## config.mk

```make
export PLATFORM = sky130hd
export DESIGN_NAME = adc_sample_sequencer
export DESIGN_NICKNAME = d
export VERILOG_FILES = /design/src/hdl/adc_seq_pkg.sv /design/src/hdl/adc_averager.sv /design/src/hdl/adc_sample_sequencer.sv
export SDC_FILE = /design/constraint.sdc
export NUM_CORES = 1
export LEC_CHECK = 0
export BUFFER_PORTS_ARGS = -buffer_cell sky130_fd_sc_hd__buf_2
export CAP_MARGIN = 20
export CORE_MARGIN = 1.5
export CORE_UTILIZATION = 50
export DETAILED_ROUTE_END_ITERATION = 10
export GPL_TIMING_DRIVEN = 0
export PLACE_DENSITY = 0.83
export SLEW_MARGIN = 20
export SYNTH_ARGS = -nofsm -noshare
export SYNTH_HDL_FRONTEND = slang
export SYNTH_SLANG_ARGS = --single-unit
```

## constraint.sdc

```tcl
create_clock -name clk -period 11.7 [get_ports clk]
set_clock_uncertainty 0.2 [all_clocks]
set_input_delay 0.585 -clock clk [delete_from_list [all_inputs] [get_ports clk]]
set_output_delay 0.585 -clock clk [all_outputs]
set_load 0.1 [all_outputs]
```

## src/hdl/adc_seq_pkg.sv

```systemverilog
// shared constants, trigger codes and state type for the sample sequencer
package adc_seq_pkg;

  // ----------------------------------------------------------------
  // geometry
  // ----------------------------------------------------------------
  localparam int NUM_SEQ      = 4;
  localparam int NUM_STEP_MAX = 8;
  localparam int SEQ_W        = 2;
  localparam int STEP_W       = 3;
  localparam int PRIO_W       = 2;
  localparam int CHAN_SEL_W   = 4;
  localparam int NUM_EXT_CHAN = 8;
  localparam int DEPTH_SEQ0   = 8;
  localparam int DEPTH_SEQ1   = 4;
  localparam int DEPTH_SEQ2   = 4;
  localparam int DEPTH_SEQ3   = 1;

  // channel select: 0..7 external inputs, 8 the temperature sensor
  localparam logic [CHAN_SEL_W-1:0] TEMP_SENSOR_SEL = 4'h8;

  // ----------------------------------------------------------------
  // trigger sources
  // ----------------------------------------------------------------
  localparam int TRIG_W = 3;
  localparam logic [TRIG_W-1:0] TRIG_PROCESSOR = 3'h0;
  localparam logic [TRIG_W-1:0] TRIG_COMP0     = 3'h1;
  localparam logic [TRIG_W-1:0] TRIG_COMP1     = 3'h2;
  localparam logic [TRIG_W-1:0] TRIG_COMP2     = 3'h3;
  localparam logic [TRIG_W-1:0] TRIG_EXTERNAL  = 3'h4;
  localparam logic [TRIG_W-1:0] TRIG_TIMER     = 3'h5;
  localparam logic [TRIG_W-1:0] TRIG_ALWAYS    = 3'h6;

  // ----------------------------------------------------------------
  // averaging: factor code n averages 2**n samples up to 64, code 7 as 6, 0 bypasses
  // ----------------------------------------------------------------
  localparam int AVG_W = 3;
  localparam logic [AVG_W-1:0] AVG_OFF        = 3'h0;
  localparam logic [AVG_W-1:0] AVG_MAX_FACTOR = 3'h6;
  localparam int AVG_CNT_W = 7;

  typedef enum logic [1:0] {ST_IDLE, ST_START, ST_WAIT, ST_ACC} seq_state_t;

  // number of steps that a sequence can hold
  function automatic int seq_depth(input logic [SEQ_W-1:0] s);
    case (s)
      2'h0:    seq_depth = DEPTH_SEQ0;
      2'h1:    seq_depth = DEPTH_SEQ1;
      2'h2:    seq_depth = DEPTH_SEQ2;
      default: seq_depth = DEPTH_SEQ3;
    endcase
  endfunction

endpackage

```

## src/hdl/adc_averager.sv

```systemverilog
// hardware averager: sums 2**factor conversions and emits their mean
`timescale 1ns/1ps
`default_nettype none
module adc_averager
  import adc_seq_pkg::*;
#(
  parameter int SAMPLE_W = 12
) (
  input  wire logic                clk,
  input  wire logic                srst,
  input  wire logic [AVG_W-1:0]    averaging_factor,
  input  wire logic                sample_valid,
  input  wire logic [SAMPLE_W-1:0] sample_data,
  output logic                     avg_valid,
  output logic [SAMPLE_W-1:0]      avg_data
);

  localparam int ACC_W = SAMPLE_W + int'(AVG_MAX_FACTOR);

  typedef struct packed {
    logic [ACC_W-1:0]     acc;
    logic [AVG_CNT_W-1:0] count;
    logic                 avg_valid;
    logic [SAMPLE_W-1:0]  avg_data;
  } avg_state_t;

  avg_state_t q;
  avg_state_t next_q;
  logic [AVG_W-1:0]     factor;
  logic [AVG_CNT_W-1:0] target;
  logic [ACC_W-1:0]     sum;

  // codes above the largest factor are clamped rather than overflow the sum
  assign factor = (averaging_factor > AVG_MAX_FACTOR) ? AVG_MAX_FACTOR : averaging_factor;
  assign target = AVG_CNT_W'(1) << factor;
  assign sum    = q.acc + ACC_W'(sample_data);

  // ----------------------------------------------------------------
  // accumulate; factor zero gives a group of one, passing data through
  // ----------------------------------------------------------------
  always_comb begin
    next_q = q;
    next_q.avg_valid = 1'b0;
    if (sample_valid) begin
      if (q.count == target - AVG_CNT_W'(1)) begin
        next_q.avg_data  = SAMPLE_W'(sum >> factor);
        next_q.avg_valid = 1'b1;
        next_q.acc       = '0;
        next_q.count     = '0;
      end else begin
        next_q.acc   = sum;
        next_q.count = q.count + AVG_CNT_W'(1);
      end
    end
  end

  always_ff @(posedge clk) begin
    if (srst) begin
      q <= '0;
    end else begin
      q <= next_q;
    end
  end

  assign avg_valid = q.avg_valid;
  assign avg_data  = q.avg_data;
endmodule
`default_nettype wire

```

## src/hdl/adc_sample_sequencer.sv

```systemverilog
// four-sequence converter sequencer with priority, averaging and interrupts
// Summary of operation
// - steps select one of eight external inputs or the temperature sensor
// - four sequences, each with its own trigger source
// - sequence depths are eight, four, four and one steps
// - every step selects its own channel; repeats and any order allowed
// - the highest-priority triggered sequence is sampled first
// - strict priority, no fairness; low priorities may starve
// - averaging factors 2x to 64x over consecutive conversions
// - factor zero stores each conversion directly
// - averaging is common to all sequences and keeps full depth
// - averaging divides throughput by the factor
// - per-sequence interrupt clear stops the request
// - per-sequence interrupt mask
// - opening a mask clears any stale pending interrupt on the next edge; irq shows it until then
// - raw and masked status per sequence are visible
// - processor trigger acts only when source is processor
// - priorities 0 to 3, 0 highest, software keeps them distinct
// - overflow flag when a trigger finds unread results, sticky until cleared
// - always trigger repeats whenever no higher priority is active
`timescale 1ns/1ps
`default_nettype none
module adc_sample_sequencer
  import adc_seq_pkg::*;
#(
  parameter int SAMPLE_W = 12
) (
  input  wire logic                                                 clk,
  input  wire logic                                                 srst,
  input  wire logic [NUM_SEQ-1:0]                                   seq_enable,
  input  wire logic [NUM_SEQ-1:0][TRIG_W-1:0]                       trigger_source,
  input  wire logic [NUM_SEQ-1:0][PRIO_W-1:0]                       sequence_priority,
  input  wire logic [NUM_SEQ-1:0][NUM_STEP_MAX-1:0][CHAN_SEL_W-1:0] step_channel,
  input  wire logic [NUM_SEQ-1:0][NUM_STEP_MAX-1:0]                 step_end,
  input  wire logic [NUM_SEQ-1:0][NUM_STEP_MAX-1:0]                 step_int_enable,
  input  wire logic [AVG_W-1:0]                                     averaging_factor,
  input  wire logic [NUM_SEQ-1:0]                                   proc_trigger,
  input  wire logic [2:0]                                           comp_trigger,
  input  wire logic                                                 timer_trigger,
  input  wire logic                                                 ext_trigger_pin,
  input  wire logic [NUM_SEQ-1:0]                                   int_clear,
  input  wire logic [NUM_SEQ-1:0]                                   int_mask,
  input  wire logic                                                 masked_status_select,
  output logic [NUM_SEQ-1:0]                                        int_status,
  output logic [NUM_SEQ-1:0]                                        irq,
  input  wire logic [NUM_SEQ-1:0]                                   fifo_empty,
  input  wire logic [NUM_SEQ-1:0]                                   overflow_clear,
  output logic [NUM_SEQ-1:0]                                        overflow,
  output logic                                                      conv_start,
  output logic [CHAN_SEL_W-1:0]                                     conv_channel,
  input  wire logic                                                 conv_done,
  input  wire logic [SAMPLE_W-1:0]                                  conv_data,
  output logic                                                      result_valid,
  output logic [SEQ_W-1:0]                                          result_seq,
  output logic [STEP_W-1:0]                                         result_step,
  output logic [SAMPLE_W-1:0]                                       result_data
);

  if (SAMPLE_W < 1 || SAMPLE_W > 24) begin : g_bad_width
    $error("SAMPLE_W out of range");
  end

  typedef struct packed {
    seq_state_t            st;
    logic [SEQ_W-1:0]      cur;
    logic [STEP_W-1:0]     step;
    logic [NUM_SEQ-1:0]    pending;
    logic [NUM_SEQ-1:0]    raw;
    logic [NUM_SEQ-1:0]    ovf;
    logic [NUM_SEQ-1:0]    mask_q;
    logic                  ext_s1;
    logic                  ext_s2;
    logic                  ext_prev;
    logic                  conv_start;
    logic [CHAN_SEL_W-1:0] conv_channel;
    logic                  res_valid;
    logic [SEQ_W-1:0]      res_seq;
    logic [STEP_W-1:0]     res_step;
    logic [SAMPLE_W-1:0]   res_data;
  } seq_regs_t;

  seq_regs_t q;
  seq_regs_t next_q;

  logic                avg_valid;
  logic [SAMPLE_W-1:0] avg_data;
  logic [NUM_SEQ-1:0]  trig_evt;
  logic [NUM_SEQ-1:0]  candidates;
  logic [SEQ_W-1:0]    winner;
  logic [NUM_SEQ-1:0]  raw_set;
  logic                ext_rise;

  // ----------------------------------------------------------------
  // helpers
  // ----------------------------------------------------------------
  // lowest priority value wins; ties go to the lower index, which only
  // matters when software breaks the distinct-priority agreement
  function automatic logic [SEQ_W-1:0] pick_seq(input logic [NUM_SEQ-1:0] cand,
                                                input logic [NUM_SEQ-1:0][PRIO_W-1:0] prio);
    logic [SEQ_W-1:0]  best;
    logic [PRIO_W:0]   best_p;
    best   = '0;
    best_p = {1'b1, {PRIO_W{1'b0}}};
    for (int i = 0; i < NUM_SEQ; i++) begin
      if (cand[i] && {1'b0, prio[i]} < best_p) begin
        best   = SEQ_W'(i);
        best_p = {1'b0, prio[i]};
      end
    end
    return best;
  endfunction

  // any code above the last external input selects the temperature sensor
  function automatic logic [CHAN_SEL_W-1:0] map_chan(input logic [CHAN_SEL_W-1:0] sel);
    return (sel >= CHAN_SEL_W'(NUM_EXT_CHAN)) ? TEMP_SENSOR_SEL : sel;
  endfunction

  // ----------------------------------------------------------------
  // trigger decode
  // ----------------------------------------------------------------
  assign ext_rise = q.ext_s2 && !q.ext_prev;

  always_comb begin
    for (int s = 0; s < NUM_SEQ; s++) begin
      case (trigger_source[s])
        TRIG_PROCESSOR: trig_evt[s] = proc_trigger[s];
        TRIG_COMP0:     trig_evt[s] = comp_trigger[0];
        TRIG_COMP1:     trig_evt[s] = comp_trigger[1];
        TRIG_COMP2:     trig_evt[s] = comp_trigger[2];
        TRIG_EXTERNAL:  trig_evt[s] = ext_rise;
        TRIG_TIMER:     trig_evt[s] = timer_trigger;
        TRIG_ALWAYS:    trig_evt[s] = 1'b1;
        default:        trig_evt[s] = 1'b0;
      endcase
    end
  end

  assign candidates = q.pending & seq_enable;
  assign winner     = pick_seq(candidates, sequence_priority);

  // ----------------------------------------------------------------
  // sequencer state machine and flags
  // ----------------------------------------------------------------
  always_comb begin
    next_q = q;
    raw_set = '0;
    next_q.conv_start = 1'b0;
    next_q.res_valid  = 1'b0;
    next_q.ext_s1   = ext_trigger_pin;
    next_q.ext_s2   = q.ext_s1;
    next_q.ext_prev = q.ext_s2;
    next_q.mask_q   = int_mask;
    case (q.st)
      ST_IDLE: begin
        if (|candidates) begin
          next_q.cur  = winner;
          next_q.step = '0;
          next_q.pending[winner] = 1'b0;
          if (!fifo_empty[winner]) begin
            next_q.ovf[winner] = 1'b1;
          end
          next_q.st = ST_START;
        end
      end
      ST_START: begin
        next_q.conv_start   = 1'b1;
        next_q.conv_channel = map_chan(step_channel[q.cur][q.step]);
        next_q.st           = ST_WAIT;
      end
      ST_WAIT: begin
        if (conv_done) begin
          next_q.st = ST_ACC;
        end
      end
      ST_ACC: begin
        // one stored result per step, whatever the factor; the same step
        // is converted again until the averager has a full group
        if (avg_valid) begin
          next_q.res_valid = 1'b1;
          next_q.res_seq   = q.cur;
          next_q.res_step  = q.step;
          next_q.res_data  = avg_data;
          raw_set[q.cur]   = step_int_enable[q.cur][q.step];
          if (step_end[q.cur][q.step] || int'(q.step) == seq_depth(q.cur) - 1) begin
            next_q.st = ST_IDLE;
          end else begin
            next_q.step = q.step + STEP_W'(1);
            next_q.st   = ST_START;
          end
        end else begin
          next_q.st = ST_START;
        end
      end
      default: next_q.st = ST_IDLE;
    endcase
    // triggers latch after the start clear, so a new one is never lost
    next_q.pending = next_q.pending | (trig_evt & seq_enable);
    for (int s = 0; s < NUM_SEQ; s++) begin
      // a clear, or a mask just opening, drops stale status; a new event wins
      if (int_clear[s] || (int_mask[s] && !q.mask_q[s])) begin
        next_q.raw[s] = 1'b0;
      end
      if (raw_set[s]) begin
        next_q.raw[s] = 1'b1;
      end
      if (overflow_clear[s] && !(q.st == ST_IDLE && |candidates && winner == SEQ_W'(s)
                                 && !fifo_empty[s])) begin
        next_q.ovf[s] = 1'b0;
      end
    end
  end

  always_ff @(posedge clk) begin
    if (srst) begin
      q <= '0;
      q.st <= ST_IDLE;
    end else begin
      q <= next_q;
    end
  end

  // ----------------------------------------------------------------
  // averager, common to every sequence
  // ----------------------------------------------------------------
  adc_averager #(
    .SAMPLE_W (SAMPLE_W)
  ) u_averager (
    .clk              (clk),
    .srst             (srst),
    .averaging_factor (averaging_factor),
    .sample_valid     (q.st == ST_WAIT && conv_done),
    .sample_data      (conv_data),
    .avg_valid        (avg_valid),
    .avg_data         (avg_data)
  );

  // ----------------------------------------------------------------
  // outputs
  // ----------------------------------------------------------------
  assign irq          = q.raw & int_mask;
  assign int_status   = masked_status_select ? irq : q.raw;
  assign overflow     = q.ovf;
  assign conv_start   = q.conv_start;
  assign conv_channel = q.conv_channel;
  assign result_valid = q.res_valid;
  assign result_seq   = q.res_seq;
  assign result_step  = q.res_step;
  assign result_data  = q.res_data;

  for (genvar s = 0; s < NUM_SEQ; s++) begin : g_seq_checks

  end
endmodule
`default_nettype wire

```

==> results of run 1 <==
[logic make-up after synthesis]
logic type	after synthesis
fa+ha+maj	22
simple gates	289
xor+xnor	21
buf+inv	102
flops	87
compound gates	195
mux	87
[sequential cells by signal, summed over array words and instances (netlist names), 3 cells and up]
register,count
conv_channel,4
overflow,4
q,20
result_data,12
result_step,3
u_averager.avg_data,12
u_averager.q,25
[power by group]
part	total, mW	switching, mW	internal (mW)
combinational	0.486	0.260	0.226
sequential	0.326	0.0125	0.314
clock	0.289	0.139	0.150
total	1.10	0.411	0.690
[layout make-up]
type / instances / area [um^2] / share of cell area, %
antenna: 1 / 2.50 / 0.0278
buffer: 79 / 422 / 4.69
clock buffer: 9 / 225 / 2.50
clock inverter: 7 / 72.6 / 0.807
inverter: 23 / 86.3 / 0.960
multi-input combinational: 614 / 4760 / 53.0
sequential: 87 / 1740 / 19.4
tap: 180 / 225 / 2.50
timing repair buffer: 291 / 1460 / 16.2
[worst max-delay path: stages, from the launching register on]
cell and delay [ns]:
dfxtp_1 0.43, nand3_1 0.13, ha_1 0.32, a21oi_1 0.07, o21bai_1 0.28, inv_1 0.13, o21a_1 0.21, ha_1 0.28
o211ai_1 0.09, and3_1 0.25, mux2_2 0.36, ha_1 0.27, nor2_1 0.03, o311ai_0 0.61, nand3b_1 0.29, o21ai_0 0.23
a21oi_1 0.09
[cell usage in the layout, fill, tap and decap left out, drive strengths merged, types with 12 or more instances in the layout]
cell type | netlist | final
dfxtp | 87 | 87
clkbuf | 33 | 42
nor2 | 82 | 82
mux2i | 14 | 14
a21oi | 57 | 57
nor3 | 26 | 26
o21ai | 29 | 29
nand2 | 101 | 101
buf | 46 | 337
o211ai | 13 | 13
mux2 | 12 | 12
inv | 23 | 26
mux4 | 61 | 61
nand3 | 20 | 20
ha | 21 | 21
a211oi | 12 | 12
[synth_stat cells (7+ instances only)]
cell type | number | share of area [%]
mux2i_1 | 14 | 2.0
buf_4 | 29 | 3.1
o22ai_1 | 8 | 0.71
nand3_1 | 20 | 1.4
o211ai_1 | 13 | 1.4
buf_1 | 9 | 0.48
nand2_1 | 101 | 5.4
clkbuf_1 | 33 | 1.8
buf_2 | 7 | 0.50
xor2_1 | 11 | 1.4
ha_1 | 21 | 3.7
a21o_1 | 8 | 0.86
nand2b_1 | 8 | 0.71
nor2b_1 | 8 | 0.71
nor3_1 | 26 | 1.9
nor2_1 | 81 | 4.3
dfxtp_1 | 87 | 25
mux4_2 | 61 | 20
o21ai_0 | 29 | 2.1
nand3b_1 | 7 | 0.75
a211oi_1 | 12 | 1.3
mux2_2 | 11 | 1.8
and2_1 | 10 | 0.89
a21oi_1 | 57 | 4.1
inv_1 | 23 | 1.2
xnor2_1 | 10 | 1.2
[stage by stage]
step                      cells  instance area (um^2)  power (mW)  hold WS [ns]
after floorplan             803                  7010       0.685         0.214
after global placement     1274                  8700       0.803         0.221
after detailed placement   1274                  8700       0.812         0.243
after CTS                  1290                  8990        1.10         0.211
after global routing       1290                  8990        1.16         0.213
final                      1291                  9000        1.10         0.211
[worst paths after layout]
check / depth (start not counted) / slack, ns / from / endpoint
setup / recovery: 16 / 7.30 / q[38] / q[38]
hold / removal: 2 / 0.21 / overflow_clear[2] / overflow[2]
setup reg to reg: 16 / 7.30 / q[38] / q[38]
hold reg to reg: 1 / 0.25 / next_q[24] / next_q[23]
[layer usage]
metal	track usage, %	routed length, um	vias up
li1	-	-	3576
met3	8.18	1990	35
met1	38.3	9560	3539
met4	8.75	405	2
met2	52.0	10800	328
met5	0	15	-
==> metrics.txt, run 1 <==
outcome completed; Cell Area, Synth 7010 um^2; sequential area share after synthesis between 20 and 25%; clock buffer depth 2; async set-reset flop share out of synthesis 0%; Setup Fix Bufs, Post-CTS 0; core area 13800 um^2; vias 7480; final wirelength ~23000 um; Final Slew Violations 0; largest net degree at the start of global routing 19; Final Hold Vio Count 0; mean post-synth cell area just under 9 um^2; RSZ-0062 raised after global routing no; VDD IR-drop max 0.0783 mV; Post-synth EDFFs 0; main combinational cell family by area after synthesis multiplexers; H-tree depth 3; worst setup margin 7.30 ns; Compound-Gate Fraction of Synth Area 18.7%; row count 43; Worst setup EP type flop; share of cells above drive strength 1 38.4%; first-pass GRT wire length between 30000 and 40000 um; post-CTS sizing 0; post-synthesis simple-gate area fraction 19.0%; syn_nets 1085; yosys warns 0; worst min path class in -> reg; CTS buffer count 9; port bufs just under 300; min cycle time layout between 4 and 5 ns; die footprint 14700 um^2; iteration count of the initial detailed-routing pass 6; max_slew headroom 43.4%; TritonCTS clock tree yes; Area Growth Syn to Fin 28.3%; Leak 3.91 nW; Tot GR Track Use 30.7%; # clock sinks 87; final core utilization 65.3%; Clock Latency Late Sink 0.36 ns; post-synthesis mux area share a little under a quarter; Crit Path Category reg -> reg; CP Launch Type flop; fmax about 230 MHz; Worst Max-Slew Pin Slew 0.849 ns; fin nets 1387; Fillers 1189; adder-cell share of the synthesized area 4.03%; cell count after synthesis 803; DR iter-0 viols 561; setup TNS 0 ns; Final Cycle Share a little under two fifths; RD Place Congestion 0.957; Max-Cap Viols 0; Synth Area in XOR/XNOR 2.62%; Avg Vias per Cell around 5.8; Critical Path RT 11.73 ns; HPWL after DPL approximately 18000 um; die height around 120 um; Post-CTS Hold Buffers 0; worst-path maximum fanout 6; die width 121 um; Final setup viols 0; Unique masters post-synth 71; register bit total from synthesis 87; PD cells roughly 120 nW/um^2; top-level I/O count 295; CTS clock-pin slew for the worst setup and hold paths 0.07 ns; pre-CTS WS between 7 and 8 ns; Worst Path Arrival 4.43 ns; # DRC 0; initial antenna violation count 2; Congestion Overflow GR 0; Routed WL per cell 17.6 um; clock root cell clkbuf_16; top_reg_cell synth dfxtp_1; Starting Density 50.9%; ANT nets after route 0; vias in the first global route a little over 7000
Note: power is estimated with default switching activity, not from simulation.
==> inputs of run 2 (changes only) <==
--- a/config.mk
+++ b/config.mk
@@ -5,13 +5,14 @@
 export SDC_FILE = /design/constraint.sdc
 export NUM_CORES = 1
 export LEC_CHECK = 0
+export ABC_AREA = 1
 export BUFFER_PORTS_ARGS = -buffer_cell sky130_fd_sc_hd__buf_2
 export CAP_MARGIN = 20
 export CORE_MARGIN = 1.5
-export CORE_UTILIZATION = 50
+export CORE_UTILIZATION = 49
 export DETAILED_ROUTE_END_ITERATION = 10
 export GPL_TIMING_DRIVEN = 0
-export PLACE_DENSITY = 0.83
+export PLACE_DENSITY = 0.82
 export SLEW_MARGIN = 20
 export SYNTH_ARGS = -nofsm -noshare
 export SYNTH_HDL_FRONTEND = slang
==> constraint.sdc (replaced) <==
create_clock -name clk -period 4.5 [get_ports clk]
set_clock_uncertainty 0.2 [all_clocks]
set_input_delay 0.225 -clock clk [delete_from_list [all_inputs] [get_ports clk]]
set_output_delay 0.225 -clock clk [all_outputs]
set_load 0.1 [all_outputs]
==> run 2 against run 1 <==
  * The run now ends with negative hold slack left
  * Critical path depth up 6
  * Clock power up 140%
  * Sequential cell count did not move
  * Utilization is 0.064 points lower
  * Routed wire length grew 25%
  * Fmax increased by 25%
  * Register-to-register slack got worse by 6.3 ns
  * Die area about the same
  * Final area hardly changed
  * Highest routed layer is now met4
==> metrics.txt, run 2 <==
outcome complete, but fails checks (was completed); failing checks negative hold slack; CTS clock-pin slew for the worst setup and hold paths 0.06 ns (was 0.07 ns); register bit total from synthesis 87 (unchanged); H-tree depth 3 (unchanged); fin nets 1668 (was 1387); Final Hold Vio Count 1 (was 0); most common cell after layout, fill and taps aside buf_2 (unchanged); Final setup viols 0 (unchanged); Crit Path Category reg -> reg (unchanged); sequential area share after synthesis 25.3% (was 24.8%); Worst Max-Slew Pin Slew 0.753 ns (was 0.849 ns); mean post-synth cell area 6.44 um^2 (was 8.74 um^2); iteration count of the initial detailed-routing pass 5 (was 6); Unique masters post-synth 49 (was 71); Reg2Reg Launch Point q[38] (unchanged); Cell Area, Synth 6870 um^2 (was 7010 um^2); # DRC 0 (unchanged); CTS buffer count 9 (unchanged); top_reg_cell synth dfxtp_1 (unchanged); core area 13800 um^2 (unchanged); initial antenna violation count 2 (unchanged); die footprint 14700 um^2 (about the same); Worst setup EP type flop (unchanged); Routed WL per cell 18.1 um (was 17.6 um); Tot GR Track Use 38.0% (was 30.7%); TritonCTS clock tree yes (unchanged); vias in the first global route 8000 (was 7178); final wirelength 28500 um (was 22700 um); port bufs 293 (was 291); worst-path maximum fanout 7 (was 6); HPWL after DPL 23200 um (was 18500 um); top-level I/O count 295 (unchanged); PD cells 363 nW/um^2 (was 122 nW/um^2); clock root cell clkbuf_16 (unchanged); Clock Latency Late Sink 0.35 ns (was 0.36 ns); die height 121 um (about the same); Leak 4.43 nW (was 3.91 nW); Synth area leaders dfxtp_1, nand3_1, nand2_1, a21oi_1, a22oi_1 (was dfxtp_1, mux4_2, nand2_1, nor2_1, a21oi_1); RD Place Congestion 0.972 (was 0.957); Largest regs u_averager.q x25, q x20 (unchanged); cell count after synthesis 1068 (was 803); hold_ws -0.00195 ns (was 0.211 ns); DR iter-0 viols 795 (was 561); post-CTS sizing 0 (unchanged); Final Cycle Share 78.1% (was 37.6%); largest area contributor in the netlist dfxtp_1 (unchanged); Setup Fix Bufs, Post-CTS 0 (unchanged); Cells on Worst Hold Path 3 (was 2); Worst Path Arrival 3.60 ns (was 4.43 ns); FF-to-FF path depth 22 (was 16); Avg Vias per Cell 5.65 (was 5.79); Starting Density 49.9% (was 50.9%); syn_nets 1350 (was 1085); Pwr Total 3.27 mW (was 1.10 mW); fmax 285 MHz (was 227 MHz); count leader, synth nand2_1 (unchanged); Post-CTS Hold Buffers 14 (was 0); first-pass GRT wire length 42300 um (was 35200 um); die width 121 um (about the same); row count 43 (unchanged); max FFs per register 25 (unchanged); largest net degree at the start of global routing 16 (was 19); Synth top area share 25.3% (was 24.8%); Area Growth Syn to Fin 30.7% (was 28.3%); share of cells above drive strength 1 28.8% (was 38.4%); worst min path class in -> reg (unchanged); Post-synth EDFFs 0 (unchanged); setup TNS 0 ns (unchanged); vias 8900 (was 7480); Post-synth top cells nand2_1, nand3_1, dfxtp_1, nor2_1, inv_1 (was nand2_1, dfxtp_1, nor2_1, mux4_2, a21oi_1); Final Slew Violations 0 (unchanged); clock buffer depth 2 (unchanged); Critical Path RT 4.59 ns (was 11.73 ns); ANT nets after route 0 (unchanged); register name with the most flops u_averager.q (unchanged); reg2reg setup slack 0.99 ns (was 7.30 ns); max_slew headroom 49.8% (was 43.4%); Hold Path End q[38] (was overflow[2]); start point of the worst hold path trigger_source[0] (was overflow_clear[2]); Congestion Overflow GR 0 (unchanged); FF-to-FF End overflow[2] (was q[38]); commonest non-fill, non-tap cells in the layout buf_2, nand2_1, nand3_1 (was buf_2, nand2_1, dfxtp_1); VDD IR-drop max 0.189 mV (was 0.0783 mV); min cycle time layout 3.51 ns (was 4.40 ns); CP Launch Type flop (unchanged); yosys warns 0 (unchanged); Max-Cap Viols 0 (unchanged); RSZ-0062 raised after global routing no (unchanged); async set-reset flop share out of synthesis 0% (unchanged); # clock sinks 87 (unchanged)
[run 2: changes by cell type after synthesis, moves of 22 or more]
cell | previous run | this run
inv_1 | 23 | 85
mux4_2 | 61 | 0
nor3_1 | 26 | 3
a21oi_1 | 57 | 81
nand2_1 | 101 | 209
a22oi_1 | 5 | 46
o21ai_0 | 29 | 51
nand3_1 | 20 | 176
[run 2: worst max-delay path, cell delays in order (launching register included)]
cell      delay (ns)
dfxtp_1         0.35
nand2_1         0.11
inv_2           0.09
nand2_1         0.06
ha_1            0.29
nand3_2         0.09
nand2_2         0.11
nand2_1         0.07
o21ai_0         0.11
ha_1            0.29
a21boi_0        0.26
nand2_2         0.12
nand3_4         0.10
o21ai_0         0.09
ha_1            0.28
nand2_1         0.05
inv_1           0.04
nand2_1         0.06
nand3_2         0.13
nand4_1         0.21
o21bai_1        0.19
nand2_1         0.07
nor2_1          0.09
[run 2: how the worst max path moves through the flow]
stage / start / to / slack, ns / cells after the start
6_report: q[38] / overflow[2] / 0.99 / 22
5_1_grt: q[38] / overflow[2] / 0.64 / 24
4_1_cts: q[38] / overflow[2] / 1.01 / 22
3_5_place_dp: q[38] / overflow[2] / 1.03 / 22
3_3_place_gp: q[38] / overflow[2] / 1.10 / 22
2_1_floorplan: q[38] / overflow[2] / 1.47 / 22
[run 2: cells by family (layout without fill, tap and decap cells)]
| kind of cell | count (synthesis) | count (layout) | share of synthesized area [%] |
|---|---|---|---|
| fa+ha+maj | 22 | 22 | 4.11 |
| flops | 87 | 87 | 25.3 |
| other cells | 0 | 3 | 0 |
| simple gates | 514 | 514 | 33.5 |
| xor+xnor | 17 | 17 | 2.17 |
| compound gates | 249 | 249 | 22.5 |
| buf+inv | 178 | 501 | 12.3 |
| mux | 1 | 1 | 0.146 |
[run 2: cell type report]
| type | count | area, um^2 |
|---|---|---|
| antenna | 3 | 7.51 |
| clock inverter | 7 | 48.8 |
| inverter | 98 | 370 |
| tap | 180 | 225 |
| fill | 1302 | 4790 |
| sequential | 87 | 1740 |
| clock buffer | 9 | 225 |
| multi-input combinational | 803 | 4290 |
| timing repair buffer | 307 | 1610 |
| buffer | 80 | 473 |
[run 2: power breakdown]
part | total (mW) | internal, mW | switching, mW | leakage (nW)
registers | 0.866 | 0.826 | 0.0405 | 0.705
logic | 1.70 | 0.570 | 1.13 | 3.59
clock network | 0.697 | 0.375 | 0.322 | 0.136
total | 3.27 | 1.77 | 1.50 | 4.43
[run 2: layer usage]
| metal | track usage, % | part of all wire, % | vias up |
|---|---|---|---|
| met4 | 9.78 | 2.6 | 0 |
| met5 | 0 | 0 | - |
| met2 | 58.2 | 43 | 490 |
| li1 | - | - | 4300 |
| met3 | 13.7 | 12 | 59 |
| met1 | 50.6 | 42 | 4051 |
[run 2: through the flow]
step	util (%)	std cells	setup WS [ns]	instance area [um^2]
floorplan	-	1068	1.47	6870
global placement	62.2	1541	1.10	8570
detailed placement	62.2	1541	1.03	8570
CTS	65.2	1571	1.01	8980
global route	65.2	1573	0.640	8980
finish	65.3	1574	0.985	8990
==> inputs of run 3 (changes only) <==
==> constraint.sdc (replaced) <==
create_clock -name clk -period 3.6 [get_ports clk]
set_clock_uncertainty 0.2 [all_clocks]
set_input_delay 0.18 -clock clk [delete_from_list [all_inputs] [get_ports clk]]
set_output_delay 0.18 -clock clk [all_outputs]
set_load 0.1 [all_outputs]
==> run 3 against run 2 <==
  * Hold slack better by 0.011 ns
  * Via count rose by 1.5%
  * Routed wire length increased by 1.9%
  * Fmax up 5.6%
  * Register-to-register slack got worse by 0.71 ns
  * Die area unchanged
  * Combinational power is 26% higher
  * The flow now finishes without violations
==> metrics.txt, run 3 (synthesis results as in run 2) <==
outcome completed (was complete, but fails checks); number of stages on the worst setup path 23 (was 22); first-pass GRT wire length 42800 um (was 42300 um); die width 121 um (unchanged); Avg Vias per Cell 5.71 (was 5.65); VDD IR-drop max 0.228 mV (was 0.189 mV); CP Launch Type flop (unchanged); Max-Cap Viols 0 (unchanged); Worst Max-Slew Pin Slew 0.752 ns (was 0.753 ns); worst min path class in -> reg (unchanged); Final Hold Vio Count 0 (was 1); start point of the critical path q[38] (unchanged); RD Place Congestion 0.972 (unchanged); Starting Density 49.9% (unchanged); initial antenna violation count 2 (unchanged); Worst setup EP type flop (unchanged); Fillers 1283 (was 1302); Clock Latency Late Sink 0.35 ns (about the same); clock root cell clkbuf_16 (unchanged); Setup crit end overflow[2] (unchanged); CTS buffer count 9 (unchanged); max FFs per register 25 (unchanged); Largest regs u_averager.q x25, q x20 (unchanged); die footprint 14700 um^2 (unchanged); reg2reg setup slack 0.27 ns (was 0.99 ns); Critical Path Most Common Cell nand2_1 (unchanged); final wirelength 29000 um (was 28500 um); Crit Path Category reg -> reg (unchanged); Routed WL per cell 18.4 um (was 18.1 um); Worst path top cell family by delay simple AND/OR/NAND/NOR gates (unchanged); register name with the most flops u_averager.q (unchanged); FF-to-FF End overflow[2] (unchanged); PD cells 452 nW/um^2 (was 363 nW/um^2); clock buffer depth 2 (unchanged); Pwr Total 4.11 mW (was 3.27 mW); top-level I/O count 295 (unchanged); vias in the first global route 8215 (was 8000); min cycle time layout 3.33 ns (was 3.51 ns); RSZ-0062 raised after global routing no (unchanged); Congestion Overflow GR 0 (unchanged); # clock sinks 87 (unchanged); DR iter-0 viols 794 (was 795); fmax 301 MHz (was 285 MHz); most common cell after layout, fill and taps aside buf_2 (unchanged); critical path's largest stage delay 0.35 ns (about the same); ANT nets after route 0 (unchanged); Leak 4.46 nW (was 4.43 nW); port bufs 293 (unchanged); core area 13800 um^2 (unchanged); TritonCTS clock tree yes (unchanged); Reg2Reg Launch Point q[38] (unchanged); H-tree depth 3 (unchanged); row count 43 (unchanged); Final setup viols 0 (unchanged); max_slew headroom 49.9% (was 49.8%); fin nets 1676 (was 1668); Critical Path RT 3.69 ns (was 4.59 ns); CP Cell Sequence nand2_2 -> inv_2 -> nand2_1 -> ha_1 -> nand3_2 -> nand2_4 -> nand2_1 -> o21ai_2 -> ha_1 -> a21boi_2 -> nand2_2 -> nand3_4 -> nand2_1 -> o21ai_0 -> ha_1 -> nand2_1 -> inv_1 -> nand2_1 -> nand3_4 -> nand4_1 -> o21bai_1 -> nand2_1 -> nor2_1 (was nand2_1 -> inv_2 -> nand2_1 -> ha_1 -> nand3_2 -> nand2_2 -> nand2_1 -> o21ai_0 -> ha_1 -> a21boi_0 -> nand2_2 -> nand3_4 -> o21ai_0 -> ha_1 -> nand2_1 -> inv_1 -> nand2_1 -> nand3_2 -> nand4_1 -> o21bai_1 -> nand2_1 -> nor2_1); Worst Path Arrival 3.41 ns (was 3.60 ns); CTS clock-pin slew for the worst setup and hold paths 0.06 ns (about the same); share of cells above drive strength 1 29.0% (was 28.8%); iteration count of the initial detailed-routing pass 8 (was 5); # DRC 0 (unchanged); HPWL after DPL 23200 um (unchanged); FF-to-FF path depth 23 (was 22); worst-path maximum fanout 7 (unchanged); hold_ws 0.00944 ns (was -0.00195 ns); commonest non-fill, non-tap cells in the layout buf_2, nand2_1, nand3_1 (unchanged); vias 9033 (was 8900); largest net degree at the start of global routing 16 (unchanged); setup TNS 0 ns (unchanged); Final Cycle Share 92.4% (was 78.1%); WP buf/inv 2 (unchanged); Tot GR Track Use 38.5% (was 38.0%); Crit-path slowest cell dfxtp_2 (was dfxtp_1); Area Growth Syn to Fin 32.2% (was 30.7%); die height 121 um (unchanged); Final Slew Violations 0 (unchanged)
==> run 3: changes by cell type in the layout (fill, tap and decap cells not counted), sizes merged <==
cell	delta
buf	+1
dlygate4sd3	+7
==> run 3: final cells by class <==
class	count	area, um^2	share of cell area [%]
buffer	80	473	5.20
sequential	87	1740	19.2
clock inverter	7	48.8	0.537
multi-input combinational	803	4310	47.4
antenna	3	7.51	0.0826
tap	180	225	2.48
clock buffer	9	225	2.48
inverter	98	370	4.07
timing repair buffer	315	1680	18.5
==> run 3: worst min-delay path: stages <==
cell,delay [ns]
buf_2,0.09
inv_1,0.03
o21bai_1,0.13
nand2_1,0.05
nor2_1,0.03
==> run 3: through the flow <==
step | util, % | area, um^2 | worst slack [ns] | cells
after floorplan | - | 6870 | 0.572 | 1068
after global placement | 62.2 | 8570 | 0.204 | 1541
after detailed placement | 62.2 | 8570 | 0.135 | 1541
after CTS | 65.7 | 9050 | 0.108 | 1578
after global routing | 66.0 | 9090 | 0.00723 | 1581
final | 66.0 | 9090 | 0.272 | 1582
==> run 3: routing by layer <==
layer,global-route usage (%),routed length (um)
met4,12.6,1020
met1,50.5,12000
met5,0,0
met2,58.8,12500
met3,13.6,3490
==> run 3: worst min path at each step <==
| stage | cells past startpoint | endpoint | slack [ns] | start |
|---|---|---|---|---|
| 2_1_floorplan | 2 | next_q[24] | 0.09 | ext_trigger_pin |
| 3_3_place_gp | 2 | next_q[23] | 0.20 | next_q[24] |
| 3_5_place_dp | 2 | next_q[23] | 0.20 | next_q[24] |
| 4_1_cts | 5 | overflow[2] | 0.006 | overflow_clear[2] |
| 5_1_grt | 5 | overflow[2] | 0.01 | overflow_clear[2] |
| 6_report | 5 | overflow[2] | 0.009 | overflow_clear[2] |
==> run 3: where the power goes <==
group	leakage (nW)	switching, mW	internal (mW)
clock network	0.136	0.406	0.469
registers	0.706	0.0508	1.03
logic	3.62	1.43	0.721
==> run 3: timing repair <==
action / 4_1_cts / 5_1_grt
hold endpoints to repair: 17 / 0
hold buffers: 21 / 0
setup buffers: 0 / 1
endpoints found under the setup margin: 0 / 10
gates resized for setup: 0 / 9
